**config.mk**
```make
export PLATFORM = sky130hd
export DESIGN_NAME = eir_top
export DESIGN_NICKNAME = d
export VERILOG_FILES = /design/src/eir_pkg.sv /design/src/eir_top.sv /design/src/eir_sense_detect.sv
export SDC_FILE = /design/constraint.sdc
export NUM_CORES = 1
export LEC_CHECK = 0
export BUFFER_PORTS_ARGS = -buffer_cell sky130_fd_sc_hd__buf_2
export CAP_MARGIN = 0
export CORE_MARGIN = 1.5
export CORE_UTILIZATION = 40
export CTS_CLUSTER_DIAMETER = 100
export DETAILED_ROUTE_END_ITERATION = 10
export GPL_TIMING_DRIVEN = 1
export SLEW_MARGIN = 5
export SYNTH_ARGS = -nofsm -noshare
export SYNTH_HDL_FRONTEND = slang
export SYNTH_HIERARCHICAL = 1
export SYNTH_SLANG_ARGS = --single-unit
```
**constraint.sdc**
```tcl
create_clock -name clock -period 2.3 [get_ports clock]
set_input_delay 0.115 -clock clock [delete_from_list [all_inputs] [get_ports clock]]
set_output_delay 0.115 -clock clock [all_outputs]
set_load 0.05 [all_outputs]
```
**src/eir_pkg.sv**
```systemverilog
// Constants shared by the external interrupt request logic
// What this block does
// - Sense code: 00 low, 01 fall, 10 rise, 11 both
// - Inputs 7..4 sense fields in high byte
// - Inputs 3..0 sense fields in low byte
// - Flags clear on zero write, never set by software
package eir_pkg;

	localparam int unsigned EIR_NUM_INPUTS = 8;             // External request pins
	localparam int unsigned EIR_ADDR_W     = 16;            // Register address width
	localparam int unsigned EIR_DATA_W     = 8;             // Register data width

	// Register offsets, as byte addresses on the register port
	localparam logic [15:0] EIR_OFS_SENSE_HIGH = 16'hfe12;  // sense_control_high
	localparam logic [15:0] EIR_OFS_SENSE_LOW  = 16'hfe13;  // sense_control_low
	localparam logic [15:0] EIR_OFS_ENABLE     = 16'hfe14;  // ext_request_enable
	localparam logic [15:0] EIR_OFS_STATUS     = 16'hfe15;  // ext_request_status

	// Values after reset
	localparam logic [7:0]  EIR_RST_SENSE_HIGH = 8'h00;
	localparam logic [7:0]  EIR_RST_SENSE_LOW  = 8'h00;
	localparam logic [7:0]  EIR_RST_ENABLE     = 8'h00;
	localparam logic [7:0]  EIR_RST_STATUS     = 8'h00;
	localparam logic [7:0]  EIR_RD_UNMAPPED    = 8'h00;     // Answer to an unmapped read
	localparam logic        EIR_RST_PIN_LEVEL  = 1'b1;      // Idle pin level assumed in reset
	localparam logic [7:0]  EIR_RST_REQUEST    = 8'h00;     // No request forwarded in reset
	localparam logic        EIR_RST_IRQ        = 1'b0;      // Summary interrupt quiet in reset

	// Sense field layout: two bits per input, field n at bit 2n of the joined word
	localparam int unsigned EIR_SENSE_W = 2;

	// Sense codes
	typedef enum logic [1:0] {
		EIR_SENSE_LOW  = 2'h0,  // Low level
		EIR_SENSE_FALL = 2'h1,  // Falling edge
		EIR_SENSE_RISE = 2'h2,  // Rising edge
		EIR_SENSE_BOTH = 2'h3   // Either edge
	} eir_sense_e;

endpackage

```
**src/eir_top.sv**
```systemverilog
// External interrupt request logic: registers, flags and request outputs
`timescale 1ns/1ns
`default_nettype none
module eir_top
	import eir_pkg::*;
(
	input  wire logic                  clock,            // System clock, 100 MHz
	input  wire logic                  reset_n,          // Synchronous reset, active low
	input  wire logic [EIR_ADDR_W-1:0] addr,             // Register address
	input  wire logic [EIR_DATA_W-1:0] wr_data,          // Write data
	input  wire logic                  wr_en,            // Write strobe
	input  wire logic                  rd_en,            // Read strobe
	output logic      [EIR_DATA_W-1:0] rd_data,          // Read data, cycle after rd_en
	input  wire logic [7:0]            ext_request_pin,  // Request pins, asynchronous
	output logic      [7:0]            request_out,      // Per-input forwarded requests
	output logic                       irq               // Any forwarded request
);

	logic [7:0] sense_high_r, sense_high_nxt;  // sense_control_high
	logic [7:0] sense_low_r,  sense_low_nxt;   // sense_control_low
	logic [7:0] enable_r,     enable_nxt;      // ext_request_enable, also the mask
	logic [7:0] status_r,     status_nxt;      // ext_request_status flags
	logic [7:0] rd_data_r,    rd_data_nxt;     // Registered read answer
	logic [7:0] request_r,    request_nxt;     // Registered per-input requests
	logic       irq_r,        irq_nxt;         // Registered summary interrupt

	logic [15:0] sense_word;                   // Both sense bytes joined
	logic [7:0]  hit;                          // Request conditions this cycle

	// High byte carries inputs 7..4, low byte inputs 3..0, field n at bit 2n
	assign sense_word = {sense_high_r, sense_low_r};

	// One detector per pin
	genvar gi;
	generate
		for (gi = 0; gi < EIR_NUM_INPUTS; gi++) begin : g_pin
			eir_sense_detect u_det (
				.clock   (clock),
				.reset_n (reset_n),
				.pin     (ext_request_pin[gi]),
				.sense   (sense_word[gi*EIR_SENSE_W +: EIR_SENSE_W]),
				.hit     (hit[gi])
			);
		end
	endgenerate

	// Register writes and flag updates
	always_comb begin
		sense_high_nxt = sense_high_r;
		sense_low_nxt  = sense_low_r;
		enable_nxt     = enable_r;
		status_nxt     = status_r;
		if (wr_en) begin
			case (addr)
				EIR_OFS_SENSE_HIGH: sense_high_nxt = wr_data;
				EIR_OFS_SENSE_LOW:  sense_low_nxt  = wr_data;
				EIR_OFS_ENABLE:     enable_nxt     = wr_data;
				// Zero bits clear, one bits leave the flag as it was
				EIR_OFS_STATUS:     status_nxt     = status_r & wr_data;
				default:            status_nxt     = status_r;  // Unmapped write ignored
			endcase
		end
		// A condition in the clearing cycle wins so no event is lost
		status_nxt = status_nxt | hit;
	end

	// Read answer, present only in the cycle after the strobe
	always_comb begin
		rd_data_nxt = EIR_RD_UNMAPPED;
		if (rd_en) begin
			case (addr)
				EIR_OFS_SENSE_HIGH: rd_data_nxt = sense_high_r;
				EIR_OFS_SENSE_LOW:  rd_data_nxt = sense_low_r;
				EIR_OFS_ENABLE:     rd_data_nxt = enable_r;
				EIR_OFS_STATUS:     rd_data_nxt = status_r;
				default:            rd_data_nxt = EIR_RD_UNMAPPED;
			endcase
		end
	end

	// Forward a request only while enabled and flagged
	always_comb begin
		request_nxt = enable_r & status_r;
		irq_nxt     = |(enable_r & status_r);
	end

	// Registers of the block
	always_ff @(posedge clock) begin
		if (!reset_n) begin
			sense_high_r <= EIR_RST_SENSE_HIGH;
			sense_low_r  <= EIR_RST_SENSE_LOW;
			enable_r     <= EIR_RST_ENABLE;
			status_r     <= EIR_RST_STATUS;
			rd_data_r    <= EIR_RD_UNMAPPED;
			request_r    <= EIR_RST_REQUEST;
			irq_r        <= EIR_RST_IRQ;
		end else begin
			sense_high_r <= sense_high_nxt;
			sense_low_r  <= sense_low_nxt;
			enable_r     <= enable_nxt;
			status_r     <= status_nxt;
			rd_data_r    <= rd_data_nxt;
			request_r    <= request_nxt;
			irq_r        <= irq_nxt;
		end
	end

	assign rd_data     = rd_data_r;
	assign request_out = request_r;
	assign irq         = irq_r;

endmodule
`default_nettype wire

```
**src/eir_sense_detect.sv**
```systemverilog
// One request pin: synchroniser, edge finder and sense decode
`timescale 1ns/1ns
`default_nettype none
module eir_sense_detect
	import eir_pkg::*;
(
	input  wire logic       clock,     // System clock
	input  wire logic       reset_n,   // Synchronous reset, active low
	input  wire logic       pin,       // Raw pin, asynchronous
	input  wire logic [1:0] sense,     // Sense code for this pin
	output logic            hit        // Request condition seen this cycle
);

	logic sync1_r, sync1_nxt;  // First stage, read only by the second
	logic sync2_r, sync2_nxt;  // Second stage, safe to use
	logic prev_r,  prev_nxt;   // Second stage one cycle ago

	// Next values of the synchroniser and history
	always_comb begin
		sync1_nxt = pin;
		sync2_nxt = sync1_r;
		prev_nxt  = sync2_r;
	end

	// Reset to the idle high level so release does not fake a falling edge
	always_ff @(posedge clock) begin
		if (!reset_n) begin
			sync1_r <= EIR_RST_PIN_LEVEL;
			sync2_r <= EIR_RST_PIN_LEVEL;
			prev_r  <= EIR_RST_PIN_LEVEL;
		end else begin
			sync1_r <= sync1_nxt;
			sync2_r <= sync2_nxt;
			prev_r  <= prev_nxt;
		end
	end

	// Decode the sense code against the synchronised level
	always_comb begin
		case (eir_sense_e'(sense))
			EIR_SENSE_LOW:  hit = ~sync2_r;
			EIR_SENSE_FALL: hit = prev_r & ~sync2_r;
			EIR_SENSE_RISE: hit = ~prev_r & sync2_r;
			EIR_SENSE_BOTH: hit = prev_r ^ sync2_r;
			default:        hit = 1'b0;
		endcase
	end

endmodule
`default_nettype wire

```
# Yosys cells after proc, flatten, opt, wreduce, memory -nomap -nowiden
# Index checks and enable logic that the tools add are counted.
[op_classes]
magnitude_cmp = 0
multipliers = 0
addsub = 0
bitwise = 43
shifts = 0
div = 0
n_mux = 11
reduce_logical = 13
n_eq_ne = 28
[op_table]
columns = ["operator", "count"]
rows = [
  ["$eq A16 B16 Y1 const B", 4],
  ["$eq A2 B2 Y1 const B", 16],
  ["$pmux W1 S4", 8],
  ["$pmux W8 S4", 1],
  ["$and A1 B1 Y1", 16],
  ["$and A8 B8 Y8", 2],
  ["$eq A2 B1 Y1 const B", 8],
  ["$logic_not A2 Y1", 8],
  ["$mux W8", 2],
  ["$not A1 Y1", 16],
  ["$or A8 B8 Y8", 1],
  ["$reduce_and A2 Y1", 4],
  ["$reduce_or A8 Y1", 1],
  ["$xor A1 B1 Y1", 8],
]
[totals]
out_inout_bits = 17
rom_bits = 0
word_cells = 126
memories = 0
latch_bits = 0
in_bits = 36
mem_bits_rw = 0
reg_bits = 73

# Depth between registers and ports, before layout
# Gate-level depths: netlist of run 1.
[logic_depth]
ltp_word = 4
ltp_mapped = 6
ltp_nobuf = 5

# Cells and area by module
# Netlist of run 1, hierarchy kept.
[modules_own_cells]
columns = ["mod", "cells_per_inst", "seq_area_each_um2", "instances", "area_each_um2"]
rows = [
  ["eir_top", 227, 980.9, 1, 2069.5],
  ["eir_sense_detect", 12, 60.1, 8, 135.1],
]

# Worst setup path before layout of run 1
# OpenSTA, ideal clock, no wires.
[synth_path]
path_type = "input to register"
from = "input port addr[3]"
to = "register sense_high_r[0]"
stages = 5
t_required_ns = 2.168
slack_ns = 0.672
t_arrival_ns = 1.495
setup_ns = 0.132
path_buffers = 1
cell_sequence = "or4_4 or4_1 buf_2 o21ai_1 a21oi_1"
[synth_between]
elab_chain_len = 2
[synth_lines]
columns = ["element", "line", "rtl"]
rows = [
  ["start: declaration", "eir_top.sv:9", "input wire logic [EIR_ADDR_W-1:0] addr,"],
  ["$eq A16 B16 Y1", "eir_top.sv:54", "case (addr)"],
  ["$reduce_and A2 Y1 (no source line)", "--", ""],
  ["end signal: assignment", "eir_top.sv:98", "sense_high_r <= sense_high_nxt;"],
  ["end: declaration", "eir_top.sv:19", "logic [7:0] sense_high_r, sense_high_nxt;"],
]
# Every way passes these cells.
# A chain may end at the register's enable or synchronous reset.

# Worst setup path in the final report of run 1
[layout_path]
from = "input port addr[3]"
to = "register sense_low_r[0]"
[layout_between]
elab_chain_len = 2
[layout_lines]
columns = ["element", "line", "rtl"]
rows = [
  ["$eq A16 B16 Y1", "eir_top.sv:54", ""],
  ["$reduce_and A2 Y1 (no source line)", "--", ""],
  ["end signal: assignment", "eir_top.sv:99", "sense_low_r <= sense_low_nxt;"],
  ["end: declaration", "eir_top.sv:20", "logic [7:0] sense_low_r, sense_low_nxt;"],
]
# Every way passes these cells.

==> results.toml, run 1 <==
[outcome]
status = "complete, no violations"

[setup_path]
crit_type = "in -> reg"
worstSetupStartpointType = "input pin"
arrival_ns = 1.80
max_stage_delay_ns = 0.68
crit_family = "simple AND/OR/NAND/NOR gates"
cp_num_buf_inv = 1
crit_chain = "buf_2, or4b_4, or4_1, o21ai_1, a21oi_1"
crit_fanout = 8
slowest_stage = "or4_1"
end_kind = "flop"
worst_ep_required_time_ns = 2.48

[min_path]
min_path_type = "in -> reg"

[timing]
clock.fmax_ghz = 0.6196
hold_viol_final = 0
fin_skew_ns = 0.01017
finalSetupViolCount = 0
holdWs_ns = 0.06414
fin_crit_sh = 0.7017
tightest_slew_ns = 0.8025
finalSetupTns_ns = 0
period_needed_ns = 1.614
rsz0062_at_grt = "no"
slew_headroom = 0.4644
slew_violations = 0

[floorplanning]
die-area_mm2 = 0.008418
coreArea_mm2 = 0.007687
rows = 32
die_width_um = 91.75
die_h_um = 91.75
pin_count = 53
start_util = 0.4098

[power]
p_total_w = 0.002325
ir_drop_uv = 291.0
p_leak_nw = 1.659
powerDensity_mw_per_mm2 = 614.0

[grt]
use_met3 = 0.03068
grt_pass1_vias = 2450
use_met2 = 0.2979
grt_most_used_layer = "met2"
grt_pass1_wl_mm = 12.25
grt_antenna_before_repair = 0
grt_max_degree = 33
grt-ovfl-total = 0
grtUsageMet1 = 0.2439
grtUsageTotal = 0.1856

[place]
placed_area_mm2 = 0.003545
numPlacedInstances = 471
dpl.hpwl_mm = 5.175
port_buffers = 52
place_congestion = 0.8132

[layout]
stdcell_area_mm2 = 0.003787
fin_nets = 440
multiInputGateArea_mm2 = 0.001463
syn_to_final_growth_pct = 20.21
final_cells = 494
drive_above_1_share = 0.2577
antenna_cells = 0
regArea_mm2 = 0.001461
layout.cells.most_common = "dfxtp_1"
fillCellCount = 760
most-common-layout-cells = "dfxtp_1, buf_2, inv_1"

[logic_synthesis]
synth.area.top_cells = "dfxtp_1, ha_1, mux4_2"
netlist_area_mm2 = 0.003151
yosysSeqAreaShare = 0.4639
ys_ff_latch = 73
netlist_instances = 323
avgSynthCellArea_um2 = 9.754
synth_fp_nets = 375
synth_top_area_share = 0.4639
yosys_warnings = 6
yosysUniqueCellTypes = 31
yosys.area.top_type = "dfxtp_1"

[route]
dr.pass1.iters = 5
drc_errors = 0
wire_per_inst_um = 14.69
first_iter_violations = 207
vias = 2565
via_per_inst = 5.192
routed_wl_mm = 7.257
ant_nets = 0

[cts]
insertion_delay_ns = 0.34
cts.sinks = 73
clockBufferDepth = 2
numCtsBuffers = 9
post_cts_buffers = 0
htreeDepth = 3
clk_pin_slew_worst_paths_ns = 0.07
cts_tree = "built"
clock-root-buffer = "clkbuf_8"

[job]
maxCapViolations = 0
[cell type report]
cell class              instances  area share
well taps                     102     0.03370
inverters                      42     0.04163
clock buffers                  12     0.03832
clock inverters                 3    0.004625
repair buffers                 70      0.1097
flip-flops and latches         73      0.3859
multi-input cells             192      0.3862
[layer usage]
metal	part of all wire	up-vias
li1	-	1275
met1	0.48	1219
met2	0.47	61
met3	0.039	10
met4	0.013	0
met5	0	-
[through the flow]
stage | utilization | setup WS, ns
floorplan | - | 0.6724
detailed placement | 0.4611 | 0.3507
CTS | 0.4927 | 0.7144
finish | 0.4927 | 0.6861
global route | 0.4927 | 0.5978
global placement | 0.4611 | 0.4027
[cell families (layout without fill, tap and decap cells)]
group	count (synthesis)	after routing	synth area share
AO/OA/AOI/OAI	94	94	0.1779
adder cells (fa/ha/maj)	16	16	0.06354
buffers and inverters	58	127	0.07188
flip-flops	73	73	0.4639
multiplexers	8	8	0.05719
AND/OR/NAND/NOR	74	74	0.1656
[timing repair]
item,CTS,global route
gates resized for setup,0,0
endpoints found under the hold margin,8,0
hold buffers,8,0
[cells in the mapped netlist]
cell type  count
a2111o_1       1
a21oi_1       32
a221oi_1       1
a22o_1         1
a22oi_1       18
a31oi_1        9
and3_1         8
buf_1          1
buf_2          5
clkbuf_1       8
clkbuf_2       2
dfxtp_1       73
ha_1          16
inv_1         34
inv_2          8
mux4_2         8
nand2_1        8
nand2b_1      16
nand3_1       25
nand4_1        1
nand4b_1       1
nand4bb_1      1
nor3_1         1
nor4_2         3
nor4_4         4
o21a_1         8
o21ai_1       24
or4_1          3
or4_4          1
or4b_4         1
or4bb_4        1
[worst paths after layout]
| check | startpoint | endpoint | slack (ns) | cells after the start |
|---|---|---|---|---|
| max | addr[3] | sense_low_r[0] | 0.69 | 5 |
| min | wr_data[0] | sense_high_r[0] | 0.06 | 3 |
| max reg2reg | g_pin[3].u_det/prev_r | status_r[3] | 0.85 | 5 |
| min reg2reg | g_pin[2].u_det/sync1_r | g_pin[2].u_det/prev_nxt | 0.41 | 1 |
[report_power, final]
part | leakage (nW) | switching [W] | internal (W) | total [W]
clock network | 0.0822 | 0.000450 | 0.000412 | 0.000863
registers | 0.594 | 0.0000177 | 0.00129 | 0.00131
logic | 0.983 | 0.0000863 | 0.0000709 | 0.000157
total | 1.66 | 0.000554 | 0.00177 | 0.00233
[sequential cells by signal (all words and copies together) (netlist names)]
name,count
sense_high_r,8
g_pin.u_det/prev_nxt,8
enable_r,8
irq,1
rd_data,8
request_out,8
g_pin.u_det/prev_r,8
sense_low_r,8
status_r,8
g_pin.u_det/sync1_r,8
[worst reg2reg max path, delay by kind of cell (launching register included)]
family | cells | cell delay [ns]
AO/OA/AOI/OAI | 1 | 0.20
adder cells (fa/ha/maj) | 1 | 0.27
buffers and inverters | 2 | 0.09
flip-flops | 1 | 0.33
multiplexers | 1 | 0.46
Power figures use the tool's default switching activity.
==> inputs of run 2 (changes only) <==
==> constraint.sdc (replaced) <==
create_clock -name clock -period 1.6 [get_ports clock]
set_input_delay 0.08 -clock clock [delete_from_list [all_inputs] [get_ports clock]]
set_output_delay 0.08 -clock clock [all_outputs]
set_load 0.05 [all_outputs]
==> run 2 against run 1 <==
Compared with the run above: non-clock buffer count rose by 16; sequential share of layout area decreased by 1.7 points; via count grew 2.1%; sequential power up 44%; core utilization is 2.3 points higher; register-to-register slack lost 0.68 ns; final cell count increased by 3.2%; routed wire length up 0.32%; critical path type is now reg -> reg; largest power group unchanged.
==> results.toml, run 2 (synthesis results as in run 1) <==
[floorplanning]
die-area_mm2 = 0.008418
pin_count = 53
rows = 32
die_h_um = 91.75
coreArea_mm2 = 0.007687
start_util = 0.4098
die_width_um = 91.75

[cts]
insertion_delay_ns = 0.34
htreeDepth = 3
cts.sinks = 73
numCtsBuffers = 9
clockBufferDepth = 2
cts_tree = "built"
post_cts_buffers = 0
clock-root-buffer = "clkbuf_8"
clk_pin_slew_worst_paths_ns = 0.07

[power]
p_leak_nw = 1.760
ir_drop_uv = 620.2
powerDensity_mw_per_mm2 = 889.8

[setup_path]
end_kind = "flop"
worst_ep_required_time_ns = 1.84
arrival_ns = 1.67
worstSetupStartpointType = "flop"
crit_chain = "inv_1, ha_1, inv_1, mux4_2, o21a_1"
worst_r2r_path_depth = 5
crit_type = "reg -> reg"
crit_top_cell = "inv_1"
crit_fanout = 2
max_stage_delay_ns = 0.44
slowest_stage = "mux4_2"

[grt]
grt_pass1_wl_mm = 12.21
grt_pass1_vias = 2465
grtUsageTotal = 0.1881
grt-ovfl-total = 0
grt_antenna_before_repair = 0
grt_max_degree = 33

[layout]
stdcell_area_mm2 = 0.003965
fillCellCount = 749
finish.utilization = 0.5158
drive_above_1_share = 0.2892
layout.cells.most_common = "dfxtp_1"
antenna_cells = 0
most-common-layout-cells = "dfxtp_1, buf_2, inv_1"
syn_to_final_growth_pct = 25.85
final_cells = 510
fin_nets = 456

[route]
drc_errors = 0
vias = 2619
ant_nets = 0
wire_per_inst_um = 14.27
first_iter_violations = 187
via_per_inst = 5.135
dr.pass1.iters = 4
routed_wl_mm = 7.280

[timing]
clock.fmax_ghz = 0.6983
fin_crit_sh = 0.8950
slew_headroom = 0.7689
hold_viol_final = 0
finalSetupViolCount = 0
fin_skew_ns = 0.01005
layout_setup_ws_ns = 0.1679
slew_violations = 0
finalSetupTns_ns = 0
period_needed_ns = 1.432
tightest_slew_ns = 0.3463
rsz0062_at_grt = "no"

[place]
pre_cts_ws_ns = -0.1326
dpl.hpwl_mm = 5.426
placed_area_mm2 = 0.003690
place_congestion = 0.8497
port_buffers = 52
numPlacedInstances = 487

[min_path]
min_path_cells = 3
min_path_type = "in -> reg"

[outcome]
status = "complete, no violations"

[job]
maxCapViolations = 0
-- run 2: worst paths after layout --
| kind | startpoint | endpoint | slack [ns] |
|---|---|---|---|
| worst max-delay path | g_pin[0].u_det/prev_r | status_r[0] | 0.17 |
| worst min register to register | g_pin[6].u_det/sync1_r | g_pin[6].u_det/prev_nxt | 0.41 |
| worst min-delay path | wr_data[7] | sense_low_r[7] | 0.04 |
| worst max register to register | g_pin[0].u_det/prev_r | status_r[0] | 0.17 |
-- run 2: cell type report --
class / count / area [µm²] / area share
Clock buffer: 12 / 155.1 / 0.03913
Multi-Input combinational cell: 192 / 1463 / 0.3689
Inverter: 42 / 157.7 / 0.03976
Timing Repair Buffer: 86 / 560.5 / 0.1414
Sequential cell: 73 / 1461 / 0.3686
Clock inverter: 3 / 40.04 / 0.01010
Tap cell: 102 / 127.6 / 0.03219
-- run 2: repair_timing --
| action | CTS | global route |
|---|---|---|
| endpoints found under the hold margin | 8 | 0 |
| endpoints found under the setup margin | 0 | 0 |
| hold buffers | 8 | 0 |
| gates resized for setup | 0 | 0 |
-- run 2: routing by layer --
layer	vias to the layer above	global-route usage	wire, µm
met3	11	0.06716	375
met1	1221	0.2422	3384
met2	69	0.2948	3429
met4	0	0.06026	91
met5	-	0	0
li1	1318	-	-
-- run 2: power breakdown --
group / internal (W) / switching, W / total [W]
Sequential: 0.00185 / 0.0000252 / 0.00188
Clock: 0.000792 / 0.000618 / 0.00141
Combinational: 0.000114 / 0.000126 / 0.000241
Total: 0.00276 / 0.000770 / 0.00353
-- run 2: per-stage QoR --
step | hold WS, ns | total power, W
finish | 0.03501 | 0.003528
global route | 0.01337 | 0.003686
floorplan | 0.1488 | 0.002028
CTS | 0.02506 | 0.003566
global placement | 0.2599 | 0.002137
detailed placement | 0.2643 | 0.002145
-- run 2: worst max-delay path, delay by kind of cell (launching register included) --
family	cells	cell delay, ns
AOI/OAI and AO/OA	1	0.19
adders and majority gates	1	0.26
buffers and inverters	2	0.08
DFF	1	0.35
muxes	1	0.44
==> inputs of run 3 (changes only) <==
--- a/config.mk
+++ b/config.mk
@@ -8,10 +8,11 @@
 export BUFFER_PORTS_ARGS = -buffer_cell sky130_fd_sc_hd__buf_2
 export CAP_MARGIN = 0
 export CORE_MARGIN = 1.5
-export CORE_UTILIZATION = 40
+export CORE_UTILIZATION = 55
 export CTS_CLUSTER_DIAMETER = 100
 export DETAILED_ROUTE_END_ITERATION = 10
 export GPL_TIMING_DRIVEN = 1
+export PLACE_DENSITY = 0.78
 export SLEW_MARGIN = 5
 export SYNTH_ARGS = -nofsm -noshare
 export SYNTH_HDL_FRONTEND = slang
==> run 3 against run 2 <==
Compared with the run above: die area shrank 26%; sequential cell count is the same; final area fell by 2.4%; core utilization rose by 19 points; via count is 4.0% higher; sequential power about the same; critical path depth unchanged; hold slack lost 0.0076 ns; sequential share of layout area up 0.89 points; non-clock buffer count is 6 lower; total power increased by 0.24%; register-to-register slack worse by 0.06 ns.
==> results.toml, run 3 (synthesis results as in run 1) <==
[outcome]
status = "complete, no violations"

[timing]
holdWs_ns = 0.02745
slew_headroom = 0.4837
hold_viol_final = 0
rsz0062_at_grt = "no"
fin_skew_ns = 0.007444
tightest_slew_ns = 0.7737
fin_crit_sh = 0.9319
clock.fmax_ghz = 0.6707
layout_setup_ws_ns = 0.1090
slew_violations = 0
period_needed_ns = 1.491
finalSetupViolCount = 0

[setup_path]
reg2reg_setup_slack_ns = 0.11
worst_ep_required_time_ns = 1.79
worst_r2r_path_depth = 5
r2r-end = "status_r[7]"
worstSetupStartpointType = "input pin"
crit_type = "in -> reg"
arrival_ns = 1.68
r2r-start = "g_pin[7].u_det/prev_r"
end_kind = "flop"
crit_fanout = 8

[cts]
insertion_delay_ns = 0.35
cts.sinks = 73
clock-root-buffer = "clkbuf_8"
htreeDepth = 3
clk_pin_slew_worst_paths_ns = 0.07
clockBufferDepth = 2
cts_tree = "built"
numCtsBuffers = 9

[min_path]
min_path_type = "in -> reg"
min_path_cells = 3
min_from = "wr_data[7]"
worstHoldEndpoint = "sense_low_r[7]"

[job]
maxCapViolations = 0

[power]
p_leak_nw = 1.723
ir_drop_uv = 590.9
powerDensity_mw_per_mm2 = 913.5

[layout]
most-common-layout-cells = "dfxtp_1, buf_2, inv_1"
fillCellCount = 422
fin_nets = 450
syn_to_final_growth_pct = 22.88
layout.cells.most_common = "dfxtp_1"
antenna_cells = 0
drive_above_1_share = 0.2761

[route]
wire_per_inst_um = 15.20
via_per_inst = 5.745
routed_wl_mm = 7.204
vias = 2723
first_iter_violations = 283
dr.pass1.iters = 5
drc_errors = 0
ant_nets = 0

[floorplanning]
rows = 27
die_width_um = 78.69
pin_count = 53
coreArea_mm2 = 0.005507
die-area_mm2 = 0.006191
die_h_um = 78.69
start_util = 0.5721

[place]
place_congestion = 0.8705
dpl.hpwl_mm = 5.184
port_buffers = 52
pre_cts_ws_ns = -0.2222

[grt]
grt_antenna_before_repair = 0
grt_max_degree = 26
grt_pass1_wl_mm = 11.70
grt-ovfl-total = 0
grt_pass1_vias = 2482
grtUsageTotal = 0.2482
[run 3: layout make-up]
| cell class | count | area (µm²) | share of cell area |
|---|---|---|---|
| Multi-Input combinational cell | 192 | 1463 | 0.3778 |
| Clock buffer | 13 | 158.9 | 0.04105 |
| Timing Repair Buffer | 80 | 503.0 | 0.1299 |
| Inverter | 42 | 157.7 | 0.04072 |
| Tap cell | 72 | 90.09 | 0.02327 |
| Sequential cell | 73 | 1461 | 0.3775 |
| Clock inverter | 2 | 37.54 | 0.009696 |
[run 3: metal layers]
metal	GRT usage	part of all wire
met5	0	0
met4	0.1071	0.024
met3	0.06744	0.078
met2	0.3922	0.48
met1	0.3179	0.42
[run 3: worst max path at each step]
stage	start	to	cells after the start
2_1_floorplan	addr[3]	sense_high_r[0]	5
3_3_place_gp	addr[3]	sense_high_r[7]	5
3_5_place_dp	addr[3]	sense_high_r[5]	5
4_1_cts	g_pin[7].u_det/prev_r	status_r[7]	5
5_1_grt	g_pin[7].u_det/prev_r	status_r[7]	5
6_report	addr[3]	sense_high_r[2]	5
[run 3: critical path, stage by stage]
cell and delay (ns):
buf_2 0.11, or4_4 0.54, or4_1 0.67, o21ai_1 0.20, a21oi_1 0.08
[run 3: where the power goes]
part / leakage, nW / switching (W) / total [W] / internal (W)
combinational: 1.03 / 0.000125 / 0.000234 / 0.000109
clock: 0.0957 / 0.000626 / 0.00142 / 0.000798
sequential: 0.594 / 0.0000265 / 0.00188 / 0.00185
[run 3: stage by stage]
step	setup TNS [ns]	std cells	area [µm²]	utilization	total power (W)
2_1_floorplan	0	323	3151	-	0.002028
3_3_place_gp	-3.524	451	3595	0.6528	0.002123
3_5_place_dp	-4.489	451	3595	0.6528	0.002135
4_1_cts	0	474	3871	0.7030	0.003561
5_1_grt	0	474	3871	0.7030	0.003659
6_report	0	474	3871	0.7030	0.003537
[run 3: timing repair]
action                    in CTS  in global routing
hold buffers                   8                  0
hold endpoints to repair       8                  0
gates resized for setup        0                  0
buffers inserted               0                  0
